## config.mk

```make
export PLATFORM = sky130hd
export DESIGN_NAME = spb_uart
export DESIGN_NICKNAME = d
export VERILOG_FILES = /design/src/hdl/spb_pkg.sv /design/src/hdl/spb_uart.sv
export SDC_FILE = /design/constraint.sdc
export NUM_CORES = 1
export LEC_CHECK = 0
export BUFFER_PORTS_ARGS = -buffer_cell sky130_fd_sc_hd__buf_2
export CORE_MARGIN = 2
export CORE_UTILIZATION = 40
export DETAILED_ROUTE_END_ITERATION = 12
export PLACE_DENSITY_LB_ADDON = 0.15
export SLEW_MARGIN = 20
export SYNTH_ARGS = -nofsm -noshare
export SYNTH_HDL_FRONTEND = slang
export SYNTH_SLANG_ARGS = --single-unit
export TNS_END_PERCENT = 100
```

## constraint.sdc

```tcl
create_clock -name clk_sys_i -period 12 [get_ports clk_sys_i]
set_input_delay 1.8 -clock clk_sys_i [delete_from_list [all_inputs] [get_ports clk_sys_i]]
set_output_delay 1.8 -clock clk_sys_i [all_outputs]
set_load 0.05 [all_outputs]
```

## src/hdl/spb_pkg.sv

```systemverilog
//==============================================================================
// spb_pkg
//==============================================================================
// Purpose: shared constants and types for the serial port with parity and baud
// Assumes: 8-bit register port, 3-bit register index
// Notes:   flag positions are shared by status register and irq enables
package spb_pkg;
    // register map
    localparam logic [2:0] ADDR_DATA   = 3'h0;
    localparam logic [2:0] ADDR_STATUS = 3'h1;
    localparam logic [2:0] ADDR_CTRL1  = 3'h2;
    localparam logic [2:0] ADDR_CTRL2  = 3'h3;
    localparam logic [2:0] ADDR_BAUD   = 3'h4;
    localparam logic [2:0] ADDR_TXFINE = 3'h5;
    localparam logic [2:0] ADDR_RXFINE = 3'h6;
    // control one fields
    localparam int C1_T8   = 7;
    localparam int C1_R8   = 6;
    localparam int C1_M    = 4;
    localparam int C1_WAKE = 3;
    localparam int C1_PCE  = 2;
    localparam int C1_PS   = 1;
    localparam int C1_PIE  = 0;
    // control two fields
    localparam int C2_TIE  = 7;
    localparam int C2_TX_COMPLETE_IRQ_ENABLE = 6;
    localparam int C2_RIE  = 5;
    localparam int C2_IDLE_IRQ_ENABLE = 4;
    localparam int C2_TE   = 3;
    localparam int C2_RE   = 2;
    localparam int C2_RWU  = 1;
    // status / event flag positions
    localparam int F_TX_BUFFER_EMPTY_FLAG = 7;
    localparam int F_TC   = 6;
    localparam int F_RX_READY_FLAG = 5;
    localparam int F_IDLE = 4;
    localparam int F_OR   = 3;
    localparam int F_PE   = 0;
    // baud register fields
    localparam int BR_SCP_HI = 7;
    localparam int BR_SCP_LO = 6;
    localparam int BR_SCT_HI = 5;
    localparam int BR_SCT_LO = 3;
    localparam int BR_SCR_HI = 2;
    localparam int BR_SCR_LO = 0;
    // reset values
    localparam logic [7:0] BAUD_RST   = 8'h00;
    localparam logic [7:0] STATUS_RST = 8'hc0;
    localparam logic [7:0] CTRL_RST   = 8'h00;
    // prescaler factors for codes 00..11
    localparam logic [3:0] PR_F0 = 4'h1;
    localparam logic [3:0] PR_F1 = 4'h3;
    localparam logic [3:0] PR_F2 = 4'h4;
    localparam logic [3:0] PR_F3 = 4'hd;
    // oversampling
    localparam logic [3:0] OS_LAST = 4'hf;
    localparam logic [3:0] OS_MID  = 4'h7;
    typedef enum logic [1:0] {TX_IDLE, TX_SHIFT} spb_tx_state_t;
    typedef enum logic [1:0] {RX_IDLE, RX_START, RX_DATA, RX_STOP} spb_rx_state_t;
endpackage

```

## src/hdl/spb_uart.sv

```systemverilog
//==============================================================================
// spb_uart
//==============================================================================
// Purpose: async serial port with parity, split data buffer, baud and events
// Assumes: 16x oversampled bit timing, inputs synchronous to clk_sys_i
// Notes:   halt freezes all state except rdata_o, irq_o and wake_o; wait leaves it running
`timescale 1ns/1ps

module spb_uart (
    input  wire logic       clk_sys_i,
    input  wire logic       rst_n_i,
    input  wire logic [2:0] addr_i,
    input  wire logic [7:0] wdata_i,
    input  wire logic       wr_i,
    input  wire logic       rd_i,
    output logic      [7:0] rdata_o,
    input  wire logic       rxd_i,
    output logic            txd_o,
    input  wire logic       cpu_int_mask_i,
    input  wire logic       wait_mode_i,
    input  wire logic       halt_mode_i,
    output logic            irq_o,
    output logic            wake_o
);
    //==========================================================================
    // registers and helpers
    //==========================================================================
    logic [7:0]              ctrl1;
    logic [7:0]              ctrl2;
    logic [7:0]              baud;
    logic [7:0]              tx_fine;
    logic [7:0]              rx_fine;
    logic [7:0]              status;
    logic [7:0]              tx_hold;
    logic [7:0]              rx_hold;
    logic                    rx_bit8;
    logic                    tx_full;
    logic                    status_seen;
    logic                    run;
    logic                    rx_mute;
    logic                    tx_load;
    logic                    wr_data;
    logic                    rd_data;
    logic [7:0]              ev_en;
    spb_pkg::spb_tx_state_t  tx_state;
    spb_pkg::spb_rx_state_t  rx_state;

    assign run     = !halt_mode_i;
    assign wr_data = run && wr_i && addr_i == spb_pkg::ADDR_DATA;
    assign rd_data = run && rd_i && addr_i == spb_pkg::ADDR_DATA;

    // parity bit over 7 or 8 low bits
    function automatic logic par_of(input logic [8:0] d, input logic m, input logic odd);
        par_of = (m ? ^d[7:0] : ^d[6:0]) ^ odd;
    endfunction

    // total division from prescaler, divisor code and fine factor
    function automatic logic [23:0] div_of(input logic [1:0] first_prescaler_field, input logic [2:0] code,
                                           input logic [7:0] fine);
        logic [23:0] pr;
        logic [23:0] base;
        case (first_prescaler_field)
            2'h0:    pr = 24'(spb_pkg::PR_F0);
            2'h1:    pr = 24'(spb_pkg::PR_F1);
            2'h2:    pr = 24'(spb_pkg::PR_F2);
            default: pr = 24'(spb_pkg::PR_F3);
        endcase
        base = pr << code;
        div_of = (fine == 8'h00) ? base : 24'(base * 24'(fine));
    endfunction

    //==========================================================================
    // register port
    //==========================================================================
    always_ff @(posedge clk_sys_i or negedge rst_n_i) begin
        if (!rst_n_i) begin
            ctrl1   <= spb_pkg::CTRL_RST;
            ctrl2   <= spb_pkg::CTRL_RST;
            baud    <= spb_pkg::BAUD_RST;
            tx_fine <= 8'h00;
            rx_fine <= 8'h00;
        end else if (run && wr_i) begin
            case (addr_i)
                spb_pkg::ADDR_CTRL1:  ctrl1[7] <= wdata_i[spb_pkg::C1_T8];
                spb_pkg::ADDR_BAUD:   baud     <= wdata_i;
                spb_pkg::ADDR_TXFINE: tx_fine  <= wdata_i;
                spb_pkg::ADDR_RXFINE: rx_fine  <= wdata_i;
                default: ;
            endcase
            if (addr_i == spb_pkg::ADDR_CTRL1)
                ctrl1[5:0] <= wdata_i[5:0];
            if (addr_i == spb_pkg::ADDR_CTRL2)
                ctrl2[7:2] <= wdata_i[7:2];
        end
    end

    always_ff @(posedge clk_sys_i or negedge rst_n_i) begin
        if (!rst_n_i) begin
            rdata_o <= 8'h00;
        end else if (rd_i) begin
            case (addr_i)
                spb_pkg::ADDR_DATA:   rdata_o <= rx_hold;
                spb_pkg::ADDR_STATUS: rdata_o <= status;
                spb_pkg::ADDR_CTRL1:  rdata_o <= {ctrl1[7], rx_bit8, ctrl1[5:0]};
                spb_pkg::ADDR_CTRL2:  rdata_o <= {ctrl2[7:2], rx_mute, 1'b0};
                spb_pkg::ADDR_BAUD:   rdata_o <= baud;
                spb_pkg::ADDR_TXFINE: rdata_o <= tx_fine;
                spb_pkg::ADDR_RXFINE: rdata_o <= rx_fine;
                default:              rdata_o <= 8'h00;
            endcase
        end else begin
            rdata_o <= 8'h00;
        end
    end

    // status read arms the clearing sequence
    always_ff @(posedge clk_sys_i or negedge rst_n_i) begin
        if (!rst_n_i)
            status_seen <= 1'b0;
        else if (run && rd_i && addr_i == spb_pkg::ADDR_STATUS)
            status_seen <= 1'b1;
        else if (wr_data || rd_data)
            status_seen <= 1'b0;
    end

    //==========================================================================
    // rate generators, 16 ticks per bit
    //==========================================================================
    logic [23:0] tx_div;
    logic [23:0] rx_div;
    logic [23:0] tx_rate_cnt;
    logic [23:0] rx_rate_cnt;
    logic        tx_os;
    logic        rx_os;

    assign tx_div = div_of(baud[spb_pkg::BR_SCP_HI:spb_pkg::BR_SCP_LO],
                           baud[spb_pkg::BR_SCT_HI:spb_pkg::BR_SCT_LO], tx_fine);
    assign rx_div = div_of(baud[spb_pkg::BR_SCP_HI:spb_pkg::BR_SCP_LO],
                           baud[spb_pkg::BR_SCR_HI:spb_pkg::BR_SCR_LO], rx_fine);
    assign tx_os  = run && tx_rate_cnt >= tx_div - 24'h1;
    assign rx_os  = run && rx_rate_cnt >= rx_div - 24'h1;

    always_ff @(posedge clk_sys_i or negedge rst_n_i) begin
        if (!rst_n_i)
            tx_rate_cnt <= 24'h0;
        else if (run)
            // restart at load so the start bit gets its full length
            tx_rate_cnt <= (tx_os || tx_load) ? 24'h0 : tx_rate_cnt + 24'h1;
    end

    always_ff @(posedge clk_sys_i or negedge rst_n_i) begin
        if (!rst_n_i)
            rx_rate_cnt <= 24'h0;
        else if (run)
            rx_rate_cnt <= rx_os ? 24'h0 : rx_rate_cnt + 24'h1;
    end

    //==========================================================================
    // transmitter
    //==========================================================================
    logic [10:0] tx_shift;
    logic [3:0]  tx_os_cnt;
    logic [3:0]  tx_bits;
    logic [8:0]  tx_word;
    logic        tx_last;

    always_comb begin
        tx_word = {ctrl1[spb_pkg::C1_T8], tx_hold};
        if (ctrl1[spb_pkg::C1_PCE]) begin
            if (ctrl1[spb_pkg::C1_M])
                tx_word[8] = par_of(tx_word, 1'b1, ctrl1[spb_pkg::C1_PS]);
            else
                tx_word[7] = par_of(tx_word, 1'b0, ctrl1[spb_pkg::C1_PS]);
        end
    end

    assign tx_load = run && tx_state == spb_pkg::TX_IDLE && tx_full && ctrl2[spb_pkg::C2_TE];
    assign tx_last = tx_os && tx_os_cnt == spb_pkg::OS_LAST
                     && tx_bits == (ctrl1[spb_pkg::C1_M] ? 4'ha : 4'h9);

    always_ff @(posedge clk_sys_i or negedge rst_n_i) begin
        if (!rst_n_i) begin
            tx_state  <= spb_pkg::TX_IDLE;
            tx_shift  <= 11'h7ff;
            tx_os_cnt <= 4'h0;
            tx_bits   <= 4'h0;
        end else if (tx_load) begin
            tx_state  <= spb_pkg::TX_SHIFT;
            tx_shift  <= ctrl1[spb_pkg::C1_M] ? {1'b1, tx_word, 1'b0}
                                              : {2'b11, tx_word[7:0], 1'b0};
            tx_os_cnt <= 4'h0;
            tx_bits   <= 4'h0;
        end else if (tx_state == spb_pkg::TX_SHIFT && tx_os) begin
            tx_os_cnt <= tx_os_cnt + 4'h1;
            if (tx_os_cnt == spb_pkg::OS_LAST) begin
                tx_shift <= {1'b1, tx_shift[10:1]};
                tx_bits  <= tx_bits + 4'h1;
                if (tx_last)
                    tx_state <= spb_pkg::TX_IDLE;
            end
        end
    end

    always_ff @(posedge clk_sys_i or negedge rst_n_i) begin
        if (!rst_n_i)
            txd_o <= 1'b1;
        else if (run)
            txd_o <= (tx_state == spb_pkg::TX_SHIFT) ? tx_shift[0] : 1'b1;
    end

    always_ff @(posedge clk_sys_i or negedge rst_n_i) begin
        if (!rst_n_i) begin
            tx_hold <= 8'h00;
            tx_full <= 1'b0;
        end else if (wr_data) begin
            tx_hold <= wdata_i;
            tx_full <= 1'b1;
        end else if (tx_load) begin
            tx_full <= 1'b0;
        end
    end

    //==========================================================================
    // receiver
    //==========================================================================
    logic [8:0] rx_shift;
    logic [8:0] rx_word;
    logic [3:0] rx_os_cnt;
    logic [3:0] rx_bits;
    logic [3:0] idle_bits;
    logic       idle_armed;
    logic       rx_done;
    logic       rx_msb;
    logic       rx_accept;
    logic       rx_bad_par;

    assign rx_word    = ctrl1[spb_pkg::C1_M] ? rx_shift : {1'b0, rx_shift[8:1]};
    assign rx_msb     = ctrl1[spb_pkg::C1_M] ? rx_word[8] : rx_word[7];
    assign rx_done    = rx_state == spb_pkg::RX_STOP && rx_os && rx_os_cnt == spb_pkg::OS_MID;
    assign rx_accept  = rx_done && (!rx_mute || rx_msb);
    assign rx_bad_par = ctrl1[spb_pkg::C1_PCE] && par_of(rx_word, ctrl1[spb_pkg::C1_M],
                        ctrl1[spb_pkg::C1_PS]) != rx_msb;

    always_ff @(posedge clk_sys_i or negedge rst_n_i) begin
        if (!rst_n_i) begin
            rx_state  <= spb_pkg::RX_IDLE;
            rx_os_cnt <= 4'h0;
            rx_bits   <= 4'h0;
            rx_shift  <= 9'h000;
        end else if (rx_os && ctrl2[spb_pkg::C2_RE]) begin
            rx_os_cnt <= rx_os_cnt + 4'h1;
            case (rx_state)
                spb_pkg::RX_IDLE: begin
                    // tick count keeps running so idle bit times are counted
                    if (!rxd_i) begin
                        rx_state  <= spb_pkg::RX_START;
                        rx_os_cnt <= 4'h0;
                    end
                end
                spb_pkg::RX_START: begin
                    if (rx_os_cnt == spb_pkg::OS_MID) begin
                        rx_state  <= rxd_i ? spb_pkg::RX_IDLE : spb_pkg::RX_DATA;
                        rx_os_cnt <= spb_pkg::OS_MID + 4'h1;
                        rx_bits   <= 4'h0;
                    end
                end
                spb_pkg::RX_DATA: begin
                    if (rx_os_cnt == spb_pkg::OS_MID) begin
                        rx_shift <= {rxd_i, rx_shift[8:1]};
                        rx_bits  <= rx_bits + 4'h1;
                        if (rx_bits == (ctrl1[spb_pkg::C1_M] ? 4'h8 : 4'h7))
                            rx_state <= spb_pkg::RX_STOP;
                    end
                end
                spb_pkg::RX_STOP: begin
                    if (rx_os_cnt == spb_pkg::OS_MID)
                        rx_state <= spb_pkg::RX_IDLE;
                end
                default: rx_state <= spb_pkg::RX_IDLE;
            endcase
        end
    end

    // receive buffer, kept while a previous word is unread
    always_ff @(posedge clk_sys_i or negedge rst_n_i) begin
        if (!rst_n_i) begin
            rx_hold <= 8'h00;
            rx_bit8 <= 1'b0;
        end else if (rx_accept && !status[spb_pkg::F_RX_READY_FLAG]) begin
            rx_hold <= rx_word[7:0];
            rx_bit8 <= rx_word[8];
        end
    end

    // mute until an address mark arrives
    always_ff @(posedge clk_sys_i or negedge rst_n_i) begin
        if (!rst_n_i)
            rx_mute <= 1'b0;
        else if (rx_done && rx_mute && rx_msb)
            rx_mute <= 1'b0;
        else if (run && wr_i && addr_i == spb_pkg::ADDR_CTRL2 && ctrl1[spb_pkg::C1_WAKE])
            rx_mute <= wdata_i[spb_pkg::C2_RWU];
    end

    // idle: a whole frame of ones after a word
    always_ff @(posedge clk_sys_i or negedge rst_n_i) begin
        if (!rst_n_i) begin
            idle_armed <= 1'b0;
            idle_bits  <= 4'h0;
        end else if (rx_accept) begin
            idle_armed <= 1'b1;
            idle_bits  <= 4'h0;
        end else if (rx_os && rx_os_cnt == spb_pkg::OS_LAST) begin
            idle_bits <= (rxd_i && rx_state == spb_pkg::RX_IDLE) ? idle_bits + 4'h1 : 4'h0;
            if (idle_bits == (ctrl1[spb_pkg::C1_M] ? 4'ha : 4'h9))
                idle_armed <= 1'b0;
        end
    end

    //==========================================================================
    // event flags; a set in the clearing cycle wins
    //==========================================================================
    logic [7:0] ev_set;
    logic [7:0] ev_clr;
    logic       idle_hit;

    assign idle_hit = idle_armed && rx_os && rx_os_cnt == spb_pkg::OS_LAST && rxd_i
                      && rx_state == spb_pkg::RX_IDLE
                      && idle_bits == (ctrl1[spb_pkg::C1_M] ? 4'ha : 4'h9);

    always_comb begin
        ev_set = 8'h00;
        ev_set[spb_pkg::F_TX_BUFFER_EMPTY_FLAG] = tx_load;
        ev_set[spb_pkg::F_TC]   = tx_last && !tx_full;
        ev_set[spb_pkg::F_RX_READY_FLAG] = rx_accept && !status[spb_pkg::F_RX_READY_FLAG];
        ev_set[spb_pkg::F_OR]   = rx_accept && status[spb_pkg::F_RX_READY_FLAG];
        ev_set[spb_pkg::F_IDLE] = idle_hit;
        ev_set[spb_pkg::F_PE]   = rx_accept && rx_bad_par;
        ev_clr = 8'h00;
        if (status_seen && wr_data) begin
            ev_clr[spb_pkg::F_TX_BUFFER_EMPTY_FLAG] = 1'b1;
            ev_clr[spb_pkg::F_TC]   = 1'b1;
        end
        if (status_seen && rd_data) begin
            ev_clr[spb_pkg::F_RX_READY_FLAG] = 1'b1;
            ev_clr[spb_pkg::F_OR]   = 1'b1;
            ev_clr[spb_pkg::F_IDLE] = 1'b1;
            ev_clr[spb_pkg::F_PE]   = 1'b1;
        end
    end

    always_ff @(posedge clk_sys_i or negedge rst_n_i) begin
        if (!rst_n_i)
            status <= spb_pkg::STATUS_RST;
        else
            status <= ev_set | (status & ~ev_clr);
    end

    //==========================================================================
    // interrupt and wake
    //==========================================================================
    always_comb begin
        ev_en = 8'h00;
        ev_en[spb_pkg::F_TX_BUFFER_EMPTY_FLAG] = ctrl2[spb_pkg::C2_TIE];
        ev_en[spb_pkg::F_TC]   = ctrl2[spb_pkg::C2_TX_COMPLETE_IRQ_ENABLE];
        ev_en[spb_pkg::F_RX_READY_FLAG] = ctrl2[spb_pkg::C2_RIE];
        ev_en[spb_pkg::F_OR]   = ctrl2[spb_pkg::C2_RIE];
        ev_en[spb_pkg::F_IDLE] = ctrl2[spb_pkg::C2_IDLE_IRQ_ENABLE];
        ev_en[spb_pkg::F_PE]   = ctrl1[spb_pkg::C1_PIE];
    end

    always_ff @(posedge clk_sys_i or negedge rst_n_i) begin
        if (!rst_n_i) begin
            irq_o  <= 1'b0;
            wake_o <= 1'b0;
        end else begin
            irq_o  <= |(status & ev_en) && !cpu_int_mask_i;
            wake_o <= |(status & ev_en) && wait_mode_i && !halt_mode_i;
        end
    end

    //==========================================================================
    // checks
    //==========================================================================
    property p_even_tx;
        @(posedge clk_sys_i) disable iff (!rst_n_i)
        (tx_load && ctrl1[spb_pkg::C1_PCE] && !ctrl1[spb_pkg::C1_PS] && !ctrl1[spb_pkg::C1_M])
        |=> (^tx_shift[8:1]) == 1'b0;
    endproperty
    a_even_tx: assert property (p_even_tx) else $error("even parity frame wrong");

    property p_odd_tx;
        @(posedge clk_sys_i) disable iff (!rst_n_i)
        (tx_load && ctrl1[spb_pkg::C1_PCE] && ctrl1[spb_pkg::C1_PS])
        |=> (ctrl1[spb_pkg::C1_M] ? ^tx_shift[9:1] : ^tx_shift[8:1]) == 1'b1;
    endproperty
    a_odd_tx: assert property (p_odd_tx) else $error("odd parity frame wrong");

    property p_pe_set;
        @(posedge clk_sys_i) disable iff (!rst_n_i)
        (rx_accept && rx_bad_par) |=> status[spb_pkg::F_PE];
    endproperty
    a_pe_set: assert property (p_pe_set) else $error("parity error not flagged");

    property p_halt_freeze;
        @(posedge clk_sys_i) disable iff (!rst_n_i)
        halt_mode_i ##1 halt_mode_i |-> $stable(txd_o) && $stable(tx_rate_cnt);
    endproperty
    a_halt_freeze: assert property (p_halt_freeze) else $error("activity in halt");

    property p_irq;
        @(posedge clk_sys_i) disable iff (!rst_n_i)
        (|(status & ev_en)) && !cpu_int_mask_i |=> irq_o ##0 $past(status) != 8'h00;
    endproperty
    a_irq: assert property (p_irq) else $error("irq missing");

    property p_irq_mask;
        @(posedge clk_sys_i) disable iff (!rst_n_i)
        cpu_int_mask_i |=> !irq_o;
    endproperty
    a_irq_mask: assert property (p_irq_mask) else $error("irq while masked");

    property p_wake;
        @(posedge clk_sys_i) disable iff (!rst_n_i)
        wake_o |-> $past(wait_mode_i) && !$past(halt_mode_i);
    endproperty
    a_wake: assert property (p_wake) else $error("bad wake");

    property p_seq_clear;
        @(posedge clk_sys_i) disable iff (!rst_n_i)
        (status_seen && wr_data && !tx_load) |=> !status[spb_pkg::F_TX_BUFFER_EMPTY_FLAG]
        && status[spb_pkg::F_TC] == $past(ev_set[spb_pkg::F_TC]);
    endproperty
    a_seq_clear: assert property (p_seq_clear) else $error("tx flags not cleared");

    property p_split;
        @(posedge clk_sys_i) disable iff (!rst_n_i)
        (wr_data && !rx_accept) |=> $stable(rx_hold) && tx_hold == $past(wdata_i);
    endproperty
    a_split: assert property (p_split) else $error("buffers not split");
endmodule // spb_uart

```

---- After elaboration in Yosys (flattened, before gate mapping) ----
Index checks and enable logic that the tools add are counted.
Widths: inputs -> output; s select.
storage, ports and cells
  memories ................................ 0
  logic and storage cells ................. 209
  flip-flop bits (word level) ............. 169
  output and inout bits ................... 11
  memory bits (writable) .................. 0
  bits in read-only memories .............. 0
  bits in latches ......................... 0
operators by class
  multiplexer cells ....................... 57
  add/sub/neg operators ................... 9
  reductions and logical operators ........ 77
  eq/ne operators ......................... 24
  multipliers ............................. 2
  $lt $le $gt $ge ......................... 2
  divide/modulo/power cells ............... 0
  bitwise operators ....................... 7
  shifts and indexed selects .............. 2
operators by type and width
  operator               number
  $mux 24                4
  $pmux 8 s7             1
  $mux 4                 13
  $add 24x1->24 const B  2
  $ge 24x24->1           2
  $mul 24x8->24          2
  $shl 24x3->24          2
  $sub 24x1->24 const B  2
  $logic_and 1x1->1      38
  $mux 11                3
  $mux 2                 13
  $add 4x1->4 const B    5
  $reduce_bool 2->1      9
  $and 8x8->8            2
  $logic_not 8->1        2
  $pmux 4 s2             2
  $reduce_xor 8->1       2
  $mux 1                 15
  $reduce_and 2->1       7
  $reduce_xor 7->1       2
  $eq 4x4->1             3
  $pmux 4 s3             1
  $mux 10                1
  $eq 3x3->1 const B     3
  24 further kinds       44

---- Logic depth before layout (Yosys ltp) ----
Gate-level depths: netlist (run 1).
  depth after elaboration ................. 14
  depth in mapped cells ................... 38

---- Least setup slack after synthesis (run 1) ----
OpenSTA, ideal clock, no wires.
  path kind ............................... reg-to-reg
  start point ............................. reg baud[7]
  end point ............................... reg rx_hold[0]
  path slack .............................. 3.697 ns
  buffers on the path ..................... 3
  arrival time ............................ 8.179 ns
  stages on the path, launching flop included .. 32
  library setup time ...................... 0.125 ns
  cell sequence ........................... dfrtp_1 buf_4 buf_6 buf_2 inv_1 nand2_1 nor2_1 a21oi_1 o22ai_1 nand2_1 fa_1 fa_1 inv_1 fa_1 inv_1 fa_1 inv_1 ha_1 a21o_1 a311o_1 a31oi_1 xor2_1 a41oi_1 a2111oi_2 a21boi_1 xnor2_1 ha_1 nand4_1 nor4_1 a21oi_1 nor4_2 mux2_2
between the ends
  longest elaborated chain between the ends .. 12
  elaborated cells between the ends (all ways) .. 14
  those cells by class .................... 1 x add/sub; 1 x mul; 1 x order compare; 2 x eq/ne; 1 x shift; 2 x mux; 6 x reduce/logical
RTL lines
  what                                      RTL line         RTL
  start: declaration                        spb_uart.sv:30   logic [7:0] baud;
  start signal: assignment                  spb_uart.sv:79   baud <= spb_pkg::BAUD_RST;
  start signal: assignment                  spb_uart.sv:85   spb_pkg::ADDR_BAUD: baud <= wdata_i;
  $eq 2x2->1, or another cell as far along  spb_uart.sv:62   case (first_prescaler_field)
  $pmux 4 s3 (*)                            spb_uart.sv:62
  $shl 24x3->24 (*)                         spb_uart.sv:68   base = pr << code;
  $mul 24x8->24                             spb_uart.sv:69   div_of = (fine == 8'h00) ? base : 24'(base * 24'(fine));
  $mux 24 (*)                               spb_uart.sv:69
  $sub 24x1->24 (*)                         spb_uart.sv:141  assign rx_os = run && rx_rate_cnt >= rx_div - 24'h1;
  $ge 24x24->1 (*)                          spb_uart.sv:141
  $logic_and 1x1->1 (*)                     spb_uart.sv:141
  $logic_and 1x1->1 (*) (2 in a row)        spb_uart.sv:239  assign rx_done = rx_state == spb_pkg::RX_STOP && rx_os && rx_os_cnt == spb_pkg::OS_MID;
  $logic_and 1x1->1 (*)                     spb_uart.sv:240  assign rx_accept = rx_done && (!rx_mute || rx_msb);
  $logic_and 1x1->1 (*)                     spb_uart.sv:289  end else if (rx_accept && !status[spb_pkg::F_RX_READY_FLAG]) begin
  end signal: assignment                    spb_uart.sv:290  rx_hold <= rx_word[7:0];
  end: declaration                          spb_uart.sv:35   logic [7:0] rx_hold;
Every way passes the cells marked *; elsewhere a longest branch is shown, timed or not.
A chain may end at the register's enable or synchronous reset.

---- Worst setup path after layout (run 1) ----
  start point ............................. reg baud[7]
  end point ............................... reg tx_shift[6]
between the ends
  longest elaborated chain between the ends .. 11
  elaborated cells between the ends (all ways) .. 13
  those cells by class .................... 1 x add/sub; 1 x mul; 1 x order compare; 2 x eq/ne; 1 x shift; 2 x mux; 5 x reduce/logical
RTL lines
  what                                      RTL line         RTL
  $eq 2x2->1, or another cell as far along  spb_uart.sv:62
  $pmux 4 s3 (*)                            spb_uart.sv:62
  $shl 24x3->24 (*)                         spb_uart.sv:68
  $mul 24x8->24                             spb_uart.sv:69
  $mux 24 (*)                               spb_uart.sv:69
  $sub 24x1->24 (*)                         spb_uart.sv:140  assign tx_os = run && tx_rate_cnt >= tx_div - 24'h1;
  $ge 24x24->1 (*)                          spb_uart.sv:140
  $logic_and 1x1->1 (*)                     spb_uart.sv:140
  $logic_and 1x1->1 (*)                     spb_uart.sv:193  end else if (tx_state == spb_pkg::TX_SHIFT && tx_os) begin
  $reduce_bool 2->1 (no source line) (*)    -
  $reduce_and 2->1 (no source line) (*)     -
  end signal: assignment                    spb_uart.sv:189  tx_shift <= ctrl1[spb_pkg::C1_M] ? {1'b1, tx_word, 1'b0}
  end signal: assignment                    spb_uart.sv:196  tx_shift <= {1'b1, tx_shift[10:1]};
  end: declaration                          spb_uart.sv:161  logic [10:0] tx_shift;
Marked as above.

==> results, run 1 <==
- The run finished with clean final reports.
- The pre-antenna-repair detailed-routing pass consisted of 6 iterations.
- The combinational power share is 0.615.
- The number of vias after detailed routing is 13500.
- At the worst endpoint, the required time is 12400 ps.
- Using the TritonRoute via totals, the vias-per-cell ratio works out to 5.50.
- The number of DRC markers after the initial detailed-route iteration is 719.
- The highest ir drop seen on vdd is 139 uV.
- The worst hold path endpoint is txd_o.
- The number of buffers created by CTS is 17.
- The sum of negative setup slack is 0 ps.
- The static leakage is 0.00881 uW.
- Of the synthesized area, sequential elements account for 0.242.
- Of the total power, the share spent switching nets is 0.479.
- On the final layout, the worst clock skew is 14.3 ps.
- For this design the total switching power over the nets is 1720 uW.
- The cell area reported after detailed placement is 17700 sq um.
- Yosys mapped a number of flops with a built-in enable equal to 0.
- The number of top-level pins is 30.
- The path class of the tightest hold or removal check is reg -> reg.
- Synthesis produced a netlist with a net count of 2193.
- The net count reported at finish is 2173.
- The clock tree buffer depth is 2.
- The worst register-to-register path has a depth of 30.
- On the worst path, the slowest cell contributes a delay of 790 ps.
- STA puts the critical path data arrival time at 9780 ps.
- The unique cell type count in the Yosys netlist is 93.
- Measured against its own limit, the worst slew margin works out to 0.347.
- The count of buffers from port buffering is 29.
- The number of hold buffers added after CTS is 0.
- The total half-perimeter wirelength after legalization and detailed placement is 32400 um.
- For the pin with the worst max-slew slack, the measured transition is 972 ps.
- The TritonCTS clock tree is yes.
- The worst setup path is captured at a flop.
- The number of pins with negative max-slew slack in the final report is 0.
- The critical path startpoint category is a flop.
- The area of the multi-input gates is 12000 sq um.
- The die outline area is 44400 sq um.
- The startpoint of the worst-slack reg-to-reg timing path is baud[7].
- In this run the mean area of a mapped cell was 8.89 sq um.
- The reg-to-reg critical path endpoint is tx_shift[6].
- Sorting the synthesized cells by how often they occur yields 178 x inv_1, 178 x nand2_1, 152 x dfrtp_1.
- For this run, the total global-route usage over all layers was measured as 0.203.
- The most instantiated flip-flop cell in the synthesis netlist is dfrtp_1.
- Across all register-to-register paths, the minimum setup slack is 2610 ps.
- The total grt overflow is 0.
- Post-CTS repair changed the size of 0 cells.
- The average wire length per cell after detail routing is 17.5 um.
- The post-synthesis instance area is 17100 sq um.
- The standard cell with the maximum stage delay on the critical path is dfrtp_1.
- The total number of placement rows is 75.
- The number of sinks handled by clock tree synthesis is 165.
- The largest fanout of any net on the critical path is 27.
- The met1 routing resource usage after global routing is 0.285.
- Of the total power, the clock network draws 0.161.
- Of the cells placed in the final design, the portion with a size suffix greater than 1 is 0.0997.
- The number of global-route vias before repair was 13500.
- Setup repair after global routing left no endpoint under its margin.
- The maximum level of the CTS H-tree is 4.
- The congestion estimate from routability-driven global placement came to 0.844.
- The signed area change from the synthesized netlist to the final layout is 7.22%.
- The first global-routing pass estimated 71600 um of wire.
- The total count of hold-check failures in the final report is 0.
- Post-CTS timing repair inserted 0 buffers for setup.
- The clock root buffer master is clkbuf_16.
- The core utilization of the finished layout is 0.436.
- In the global route stage, met2 resource usage came out at 0.329.
- Of the total power, registers draw 0.224.
- Clock latency on the worst-skew pair, taken at its later pin, is 480 ps.
- The chip width is 211 um.
- In the global route stage, met3 resource usage came out at 0.0293.
- The final number of setup-violating endpoints is 0.
- The design internal power is 1870 uW.
- The async set-or-reset flop fraction in the synthesized netlist is 1.00.
- The max-capacitance violation count is 0.
- Entering global routing, the biggest net connects 64 pins.
- The worst hold path passes through 2 cells.
- In this run the vertical extent of the chip is 211 um.
- The least setup slack across all paths after layout is 2610 ps.
- In the synthesized netlist, the number of instances is 1923.
- Of the post-synthesis cell area, the dominant cell type holds 0.222.
- The part of the cycle the worst path needs is 0.782.
- The final routed DRC violation total is 0.
- The total core area is 42000 sq um.
- The global routing stage identified its most utilized layer as met2.
- The total of flip-flops plus latches after synthesis is 165.
- For this run, the top clock speed supported by timing is 0.107 GHz.
- After clock tree synthesis, the clock-pin slew on the worst setup and hold paths is 80 ps.
- In the final layout, flip-flops and latches occupy 4150 sq um.
- The count of filler cells inserted in the layout is 4242.
- The largest total area in the synthesized netlist belongs to dfrtp_1.
- The time the worst path needs with I/O delays and setup is 9390 ps.
- In this run the most critical hold path is launched from tx_shift[0].
- The power per standard cell area is 196 nW/um^2.
- The number of antenna violations at the first check in global routing was 0.
- Yosys attributes the largest share of cell area to dfrtp_1 22%, fa_1 13%, ha_1 10%, mux2_2 4.7%, and2_1 4.0%.
- On the final layout, the worst hold slack is 457 ps.
- For this block, the routed nets add up to 42900 um of wire.
- The effective utilization at floorplan is 0.407.
- The post-detailed-route count of antenna-violating nets is 0.
- After routing the design area is 18300 sq um.
- The antenna diode count is 0.
- The post-placement worst setup slack is 2390 ps.
- The worst setup path category is reg -> reg.
- For this run, the number of Yosys warnings is 0.
[routing by layer]
metal  routed length [um]  share of wire
met5                    0              0
met4                  656          0.015
met3                 1500          0.035
met2                20000           0.47
met1                20800           0.48
[worst max path at each step]
stage | to | slack [ps] | cells past startpoint | from
after floorplan | rx_hold[0] | 3700 | 31 | baud[7]
after global placement | rx_hold[3] | 2660 | 27 | baud[7]
after detailed placement | rx_hold[4] | 2390 | 27 | baud[7]
after CTS | rx_hold[4] | 2360 | 27 | baud[7]
after global routing | status[0] | 1750 | 29 | baud[7]
final | tx_shift[6] | 2610 | 30 | baud[7]
[critical path: cells and delay by family, from the launching register on]
family | cells | cell delay, ps
xor gates and xnor gates | 1 | 220
and+or+nand+nor | 7 | 1890
AOI/OAI and AO/OA | 12 | 3280
adders and majority gates | 6 | 2730
buffers and inverters | 4 | 410
DFF | 1 | 790
[kinds of logic (layout without fill, tap and decap cells)]
family,count (synthesis),count (layout),synth area share
adders and majority gates,251,251,0.231
muxes,96,96,0.0614
AOI/OAI and AO/OA,372,372,0.149
buffers and inverters,262,255,0.0587
DFF,165,165,0.242
and+or+nand+nor,661,661,0.197
xor gates and xnor gates,116,116,0.0594
[placed cells by master, fill, tap and decap left out, types with 28 or more instances in the layout]
cell type,count
ha_1,143
nand3_1,55
xnor2_1,61
a21oi_1,86
dfrtp_1,152
buf_2,28
a21o_1,30
o21ai_0,86
and2_1,108
nand2_1,178
xor2_1,55
fa_1,108
nor2_1,134
mux2_2,71
and3_1,42
inv_1,178
[stage by stage]
step                power (uW)  std cells
finish                    3590       2455
global route              3980       2455
CTS                       3620       2455
detailed placement        3020       2423
global placement          2990       2423
floorplan                 2510       1923
[cell type report]
cell class	count	area share
inverters	180	0.0369
repair buffers	43	0.0140
clock inverters	15	0.0104
flip-flops and latches	165	0.226
multi-input cells	1496	0.653
well taps	539	0.0368
clock buffers	17	0.0232
[sequential cells by signal (all words and copies together), names as in the netlist, 7 cells and up, named ones only]
signal / cells
baud: 8
rx_rate_cnt: 24
tx_rate_cnt: 24
tx_shift: 10
tx_hold: 8
rx_hold: 8
rx_fine: 8
tx_fine: 8
ctrl1: 7
rx_shift: 9
rdata_o: 8
[power by group through the flow]
stage / registers (uW) / clock network, uW / logic [uW]
after floorplan: 726 / 0 / 1780
after global placement: 810 / 0 / 2180
after detailed placement: 811 / 0 / 2210
after CTS: 801 / 593 / 2230
after global routing: 822 / 614 / 2540
final: 803 / 577 / 2210
Power figures use the tool's default switching activity.
==> run 2, diff against run 1 <==
- clock period: 12 -> 8.5 ns (I/O delays scaled with it)
==> run 2 against run 1 <==
Net effect:
- power is 48% higher
- first-iteration DRC count is 7.8% higher
- critical path type unchanged
- setup slack worse by 2200 ps
- highest routed layer unchanged
- sequential power is 37% higher
==> results, run 2 (synthesized netlist as in run 1, its figures left out) <==
- Outcome: complete, no violations (unchanged).
- The clock tree skew after final layout is 19.5 ps (was 14.3 ps).
- The type of the tightest min-delay check is reg -> reg (unchanged).
- Leading registers by flop count: rx_rate_cnt (24), tx_rate_cnt (24), tx_shift (10) (unchanged).
- The count of filler cells inserted in the layout is 4134 (was 4242).
- The largest stage delay on the critical path is 540 ps (was 790 ps).
- The mean number of vias per cell is 5.51 (was 5.50).
- The highest ir drop seen on vdd came to 169 uV (was 139 uV).
- The total count of hold-check failures in the final report came to 0 (unchanged).
- The combinational power share is 0.648 (was 0.615).
- The time the worst path needs with I/O delays and setup is 8090 ps (was 9390 ps).
- The dominant delay contributor by cell family on the critical path is adder cells (was compound AO/OA/AOI/OAI gates).
- The maximum number of pins on one net before global-route repair is 109 (was 64).
- The total routed wirelength is 44000 um (was 42900 um).
- The sum of negative setup slack was 0 ps (unchanged).
- The worst slew margin relative to its limit is 0.341 (was 0.347).
- The chip width is 211 um (unchanged).
- The post-detailed-route count of antenna-violating nets is 0 (unchanged).
- The data arrival time of the critical path was 8490 ps (was 9780 ps).
- The power share of the clock group came to 0.144 (was 0.161).
- The power per standard cell area was 280 nW/um^2 (was 196 nW/um^2).
- The max-capacitance violation count is 0 (unchanged).
- The largest fanout of any net on the critical path is 8 (was 27).
- The buffering stage count on the worst path with inverters included is 4 (unchanged).
- The clock root buffer master is clkbuf_16 (unchanged).
- The die outline area came to 44400 sq um (unchanged).
- The final routed DRC violation total was 0 (unchanged).
- The area taken by flip-flops and latches is 4150 sq um (about the same).
- The share of total power in sequential cells is 0.208 (was 0.224).
- The CTS clock-pin slew for the worst setup and hold paths was 70 ps (was 80 ps).
- The static leakage is 0.00915 uW (was 0.00881 uW).
- The signed area change from the synthesized netlist to the final layout was 10.6% (was 7.22%).
- The critical path startpoint category was a flop (unchanged).
- The kind of capture point of the worst setup path is a flop (unchanged).
- The startpoint of the worst-slack reg-to-reg timing path was baud[7] (unchanged).
- The TritonCTS clock tree is yes (unchanged).
- The part of the cycle the worst path needs is 0.952 (was 0.782).
- In this design, the critical path's most frequently occurring cell is fa_1.
- The net count reported at finish is 2240 (was 2173).
- The number of vias after detailed routing was 13900 (was 13500).
- The source of the critical timing path was baud[7] (unchanged).
- The worst setup path category is reg -> reg (unchanged).
- The number of sinks handled by clock tree synthesis is 165 (unchanged).
- The switching share of power is 0.477 (was 0.479).
- The effective utilization at floorplan came to 0.407 (unchanged).
- The net switching component of the power is 2530 uW (was 1720 uW).
- Unrepaired setup endpoints after global routing: yes (was no).
- The maximum achievable frequency is 0.124 GHz (was 0.107 GHz).
- The number of pins with negative max-slew slack in the final report was 0 (unchanged).
- The number of buffers created by CTS is 17 (unchanged).
- The clock tree buffer depth was 2 (unchanged).
- The number of top-level pins was 30 (unchanged).
- The total core area is 42000 sq um (unchanged).
- The design internal power is 2770 uW (was 1870 uW).
- The number of hold buffers added after CTS is 0 (unchanged).
- The overall power after layout came to 5300 uW (was 3590 uW).
- The hold path startpoint is tx_full (was tx_shift[0]).
- The maximum level of the CTS H-tree is 4 (unchanged).
- Most frequent cells in the layout: 178 x nand2_1, 178 x inv_1, 149 x dfrtp_1 (was 178 x nand2_1, 178 x inv_1, 152 x dfrtp_1).
- The total grt overflow is 0 (unchanged).
- The standard cell with the maximum stage delay on the critical path is fa_1 (was dfrtp_1).
- The area of the multi-input gates is 12100 sq um (was 12000 sq um).
- The number of global-route vias before repair is 13900 (was 13500).
- The required arrival time at the worst endpoint was 8900 ps (was 12400 ps).
- The weighted congestion at the end of routability-driven global placement was 0.834 (was 0.844).
- The number of antenna violations at the first check in global routing is 1 (was 0).
- The average wire length per cell after detail routing is 17.4 um (was 17.5 um).
- The first-pass iteration count of the detailed router is 5 (was 6).
- The slew at the pin closest to its max-slew limit is 988 ps (was 972 ps).
- The overall routing resource usage is 0.207 (was 0.203).
- The total half-perimeter wirelength after legalization and detailed placement is 33300 um (was 32400 um).
- The total number of placement rows is 75 (unchanged).
- The final hold slack is 452 ps (was 457 ps).
- The number of DRC markers after the initial detailed-route iteration is 775 (was 719).
- The final number of setup-violating endpoints is 0 (unchanged).
- The vertical extent of the die was 211 um (unchanged).
- The antenna diode count is 0 (unchanged).
- The count of buffers from port buffering is 29 (unchanged).
- The core utilization of the finished layout is 0.450 (was 0.436).
- The clock insertion delay at the later pin of the skew report was 480 ps (about the same).
- The proportion of layout cells with a drive suffix above 1 was 0.140 (was 0.0997).
- The global-route wire length before repair is 73300 um (was 71600 um).
==> run 2: cell count changes in the layout (fill, tap and decap cells not counted), moves of 3 or more <==
cell,before,now
a21oi_1,86,83
buf_4,14,80
clkinv_8,3,0
dfrtp_1,152,149
dfrtp_2,0,3
==> run 2: final timing paths <==
kind	endpoint	slack, ps	cells after the start
worst max-delay path	tx_shift[4]	410	30
worst min-delay path	status[6]	450	1
worst max register to register	tx_shift[4]	410	30
worst min register to register	status[6]	450	1
max in group asynchronous	tx_fine[7]	6240	2
min in group asynchronous	idle_bits[0]	910	1
==> run 2: cell type report <==
type | count | area share
Timing Repair Buffer | 110 | 0.0410
Tap cell | 539 | 0.0357
Clock buffer | 18 | 0.0232
Inverter | 180 | 0.0357
Sequential cell | 165 | 0.220
Clock inverter | 14 | 0.00609
Multi-Input combinational cell | 1496 | 0.639
==> run 2: timing repair <==
action                     4_1_cts  5_1_grt
resized for setup                0       30
setup buffers                    0        5
setup endpoints to repair        0      105
==> run 2: layer usage <==
| layer | vias to the layer above | wire length [um] | GRT usage | share of wire |
|---|---|---|---|---|
| met5 | - | 0 | 0 | 0 |
| met4 | 0 | 748 | 0.0585 | 0.017 |
| met3 | 42 | 1690 | 0.0305 | 0.038 |
| met2 | 250 | 20100 | 0.333 | 0.46 |
| met1 | 6857 | 21500 | 0.291 | 0.49 |
| li1 | 6735 | - | - | - |
==> run 2: power groups by stage <==
stage / clock (uW) / sequential [uW] / combinational [uW]
final: 762 / 1100 / 3430
after global routing: 813 / 1120 / 3920
after CTS: 784 / 1100 / 3340
after detailed placement: 0 / 1110 / 3320
after global placement: 0 / 1110 / 3280
after floorplan: 0 / 1030 / 2510
==> run 2: stage by stage <==
step | cells | cell area (sq um) | worst slack, ps
floorplan | 1923 | 17100 | 197
global placement | 2485 | 18200 | 116
detailed placement | 2485 | 18200 | 123
CTS | 2517 | 18700 | 61.8
global route | 2522 | 18900 | -73.7
finish | 2522 | 18900 | 407
==> run 3, diff against run 2 <==
- PLACE_DENSITY_LB_ADDON: 0.15 -> unset
==> run 3 against run 2 <==
Net effect:
- critical path type unchanged
- core utilization about the same
- cell count down 0.16%
- worst hold slack worse by 2.6 ps
==> results, run 3 (synthesized netlist as in run 1, its figures left out) <==
- Outcome: complete, no violations (unchanged).
- The clock tree skew after final layout is 6.71 ps (was 19.5 ps).
- The reg-to-reg critical path endpoint is rx_hold[5] (was tx_shift[4]).
- Most frequent cells in the layout: 178 x nand2_1, 177 x inv_1, 146 x dfrtp_1 (was 178 x nand2_1, 178 x inv_1, 149 x dfrtp_1).
- The largest stage delay on the critical path is 570 ps (was 540 ps).
- The maximum achievable frequency was 0.123 GHz (was 0.124 GHz).
- The slew at the pin closest to its max-slew limit was 999 ps (was 988 ps).
- The effective utilization at floorplan is 0.407 (unchanged).
- The number of sinks handled by clock tree synthesis came to 165 (unchanged).
- The most prevalent standard cell on the critical path is buf_4 (was fa_1).
- The signed area change from the synthesized netlist to the final layout is 10.5% (was 10.6%).
- The count of buffers from port buffering is 29 (unchanged).
- The die outline area is 44400 sq um (unchanged).
- The static leakage was 0.00915 uW (about the same).
- The area taken by flip-flops and latches is 4150 sq um (about the same).
- Leading registers by flop count: rx_rate_cnt (24), tx_rate_cnt (24), tx_shift (10) (unchanged).
- The CTS clock-pin slew for the worst setup and hold paths is 60 ps (was 70 ps).
- Unrepaired setup endpoints after global routing: yes (unchanged).
- The time the worst path needs with I/O delays and setup is 8160 ps (was 8090 ps).
- The final cell area excluding filler cells is 18900 sq um (about the same).
- The startpoint of the worst-slack reg-to-reg timing path is baud[7] (unchanged).
- The worst slew margin relative to its limit is 0.334 (was 0.341).
- The number of pins with negative max-slew slack in the final report is 0 (unchanged).
- The total routed wirelength is 42900 um (was 44000 um).
- The clock root buffer master is clkbuf_16 (unchanged).
- The worst setup path category is reg -> reg (unchanged).
- The kind of capture point of the worst setup path is a flop (unchanged).
- The hold path startpoint is tx_full (unchanged).
- The first-pass iteration count of the detailed router is 7 (was 5).
- The global-route wire length before repair is 71500 um (was 73300 um).
- The total count of hold-check failures in the final report is 0 (unchanged).
- The number of buffers created by CTS was 17 (unchanged).
- The clock insertion delay at the later pin of the skew report came to 430 ps (was 480 ps).
- The highest ir drop seen on vdd is 171 uV (was 169 uV).
- The final hold slack is 449 ps (was 452 ps).
- The average wire length per cell after detail routing came to 17.0 um (was 17.4 um).
- The number of top-level pins is 30 (unchanged).
- The count of filler cells inserted in the layout is 4026 (was 4134).
- The total number of placement rows is 75 (unchanged).
- The final number of setup-violating endpoints is 0 (unchanged).
- The final routed DRC violation total came to 0 (unchanged).
- The setup slack of the most critical reg-to-reg path is 340 ps (was 410 ps).
- The maximum number of pins on one net before global-route repair is 105 (was 109).
- The number of vias after detailed routing is 13900 (about the same).
- The net count reported at finish is 2240 (unchanged).
- The instance count along the most critical hold path was 1 (unchanged).
- The number of global-route vias before repair was 13800 (was 13900).
- The antenna diode count was 0 (unchanged).
- The cell area reported after detailed placement is 18100 sq um (was 18200 sq um).
- The data arrival time of the critical path came to 8470 ps (was 8490 ps).
- The worst hold path endpoint is status[6] (unchanged).
- The overall routing resource usage is 0.199 (was 0.207).
- The part of the cycle the worst path needs is 0.960 (was 0.952).
- The total core area was 42000 sq um (unchanged).
- The total half-perimeter wirelength after legalization and detailed placement came to 32900 um (was 33300 um).
- The core utilization of the finished layout is 0.449 (was 0.450).
- The standard cell with the maximum stage delay on the critical path is or4_1 (was fa_1).
- The proportion of layout cells with a drive suffix above 1 is 0.141 (was 0.140).
- The total grt overflow is 0 (unchanged).
- The mean number of vias per cell is 5.52 (was 5.51).
- The critical path startpoint category is a flop (unchanged).
- The power per standard cell area is 279 nW/um^2 (was 280 nW/um^2).
- The number of antenna violations at the first check in global routing is 0 (was 1).
- The number of hold buffers added after CTS is 0 (unchanged).
- The max-capacitance violation count came to 0 (unchanged).
- The length in cells of the worst reg-to-reg path is 29 (was 30).
- The area of the multi-input gates was 12100 sq um (about the same).
- The clock tree buffer depth is 2 (unchanged).
- The weighted congestion at the end of routability-driven global placement is 0.889 (was 0.834).
- The chip width is 211 um (unchanged).
- The vertical extent of the die is 211 um (unchanged).
- The TritonCTS clock tree is yes (unchanged).
- The largest fanout of any net on the critical path is 12 (was 8).
- The type of the tightest min-delay check was reg -> reg (unchanged).
- The required arrival time at the worst endpoint is 8810 ps (was 8900 ps).
- The maximum level of the CTS H-tree is 4 (unchanged).
- The commonest non-fill, non-tap cell in the layout is nand2_1.
- The number of DRC markers after the initial detailed-route iteration was 809 (was 775).
- The post-detailed-route count of antenna-violating nets is 0 (unchanged).
## run 3: worst max-delay path, delay by kind of cell (launching register included)
family                     cells  cell delay [ps]
xor gates and xnor gates       1              110
DFF                            1              480
muxes                          1              330
and+or+nand+nor                8             2260
AOI/OAI and AO/OA              6             1180
buffers and inverters          7             1090
adders and majority gates      6             2570
## run 3: metal layers
layer  part of all wire  GRT usage
met5                  0          0
met4              0.017     0.0500
met3              0.039     0.0236
met2               0.47      0.328
met1               0.48      0.278
## run 3: final cells by class
class / count / area share
Multi-Input combinational cell: 1496 / 0.638
Sequential cell: 165 / 0.220
Timing Repair Buffer: 110 / 0.0402
Inverter: 180 / 0.0360
Tap cell: 539 / 0.0357
Clock buffer: 23 / 0.0258
Clock inverter: 5 / 0.00397
## run 3: worst max path at each step
| stage | cells after the start | start | slack [ps] | end |
|---|---|---|---|---|
| 6_report | 29 | baud[7] | 340 | rx_hold[5] |
| 3_5_place_dp | 31 | baud[7] | 130 | tx_shift[3] |
| 4_1_cts | 29 | baud[7] | 100 | rx_hold[5] |
| 2_1_floorplan | 31 | baud[7] | 200 | rx_hold[0] |
| 3_3_place_gp | 29 | baud[7] | 290 | tx_shift[5] |
| 5_1_grt | 30 | baud[4] | -70 | tx_os_cnt[2] |
## run 3: timing repair
| item | CTS | global route |
|---|---|---|
| resized for setup | 0 | 39 |
| setup endpoints to repair | 0 | 105 |
| buffers inserted | 0 | 12 |
## run 3: per-stage QoR
step / TNS [ps] / std cells / total power (uW) / setup slack, ps
CTS: 0 / 2505 / 5210 / 99.4
global placement: 0 / 2477 / 4370 / 288
finish: 0 / 2518 / 5270 / 342
detailed placement: 0 / 2477 / 4420 / 135
global route: -587 / 2518 / 5810 / -71.7
floorplan: 0 / 1923 / 3540 / 197
## run 3: power by group
group / switching, uW / total (uW) / internal (uW) / leakage [uW]
Combinational: 1940 / 3410 / 1460 / 0.00674
Clock: 293 / 748 / 455 / 0.000281
Sequential: 194 / 1110 / 914 / 0.00213
Total: 2430 / 5270 / 2830 / 0.00915
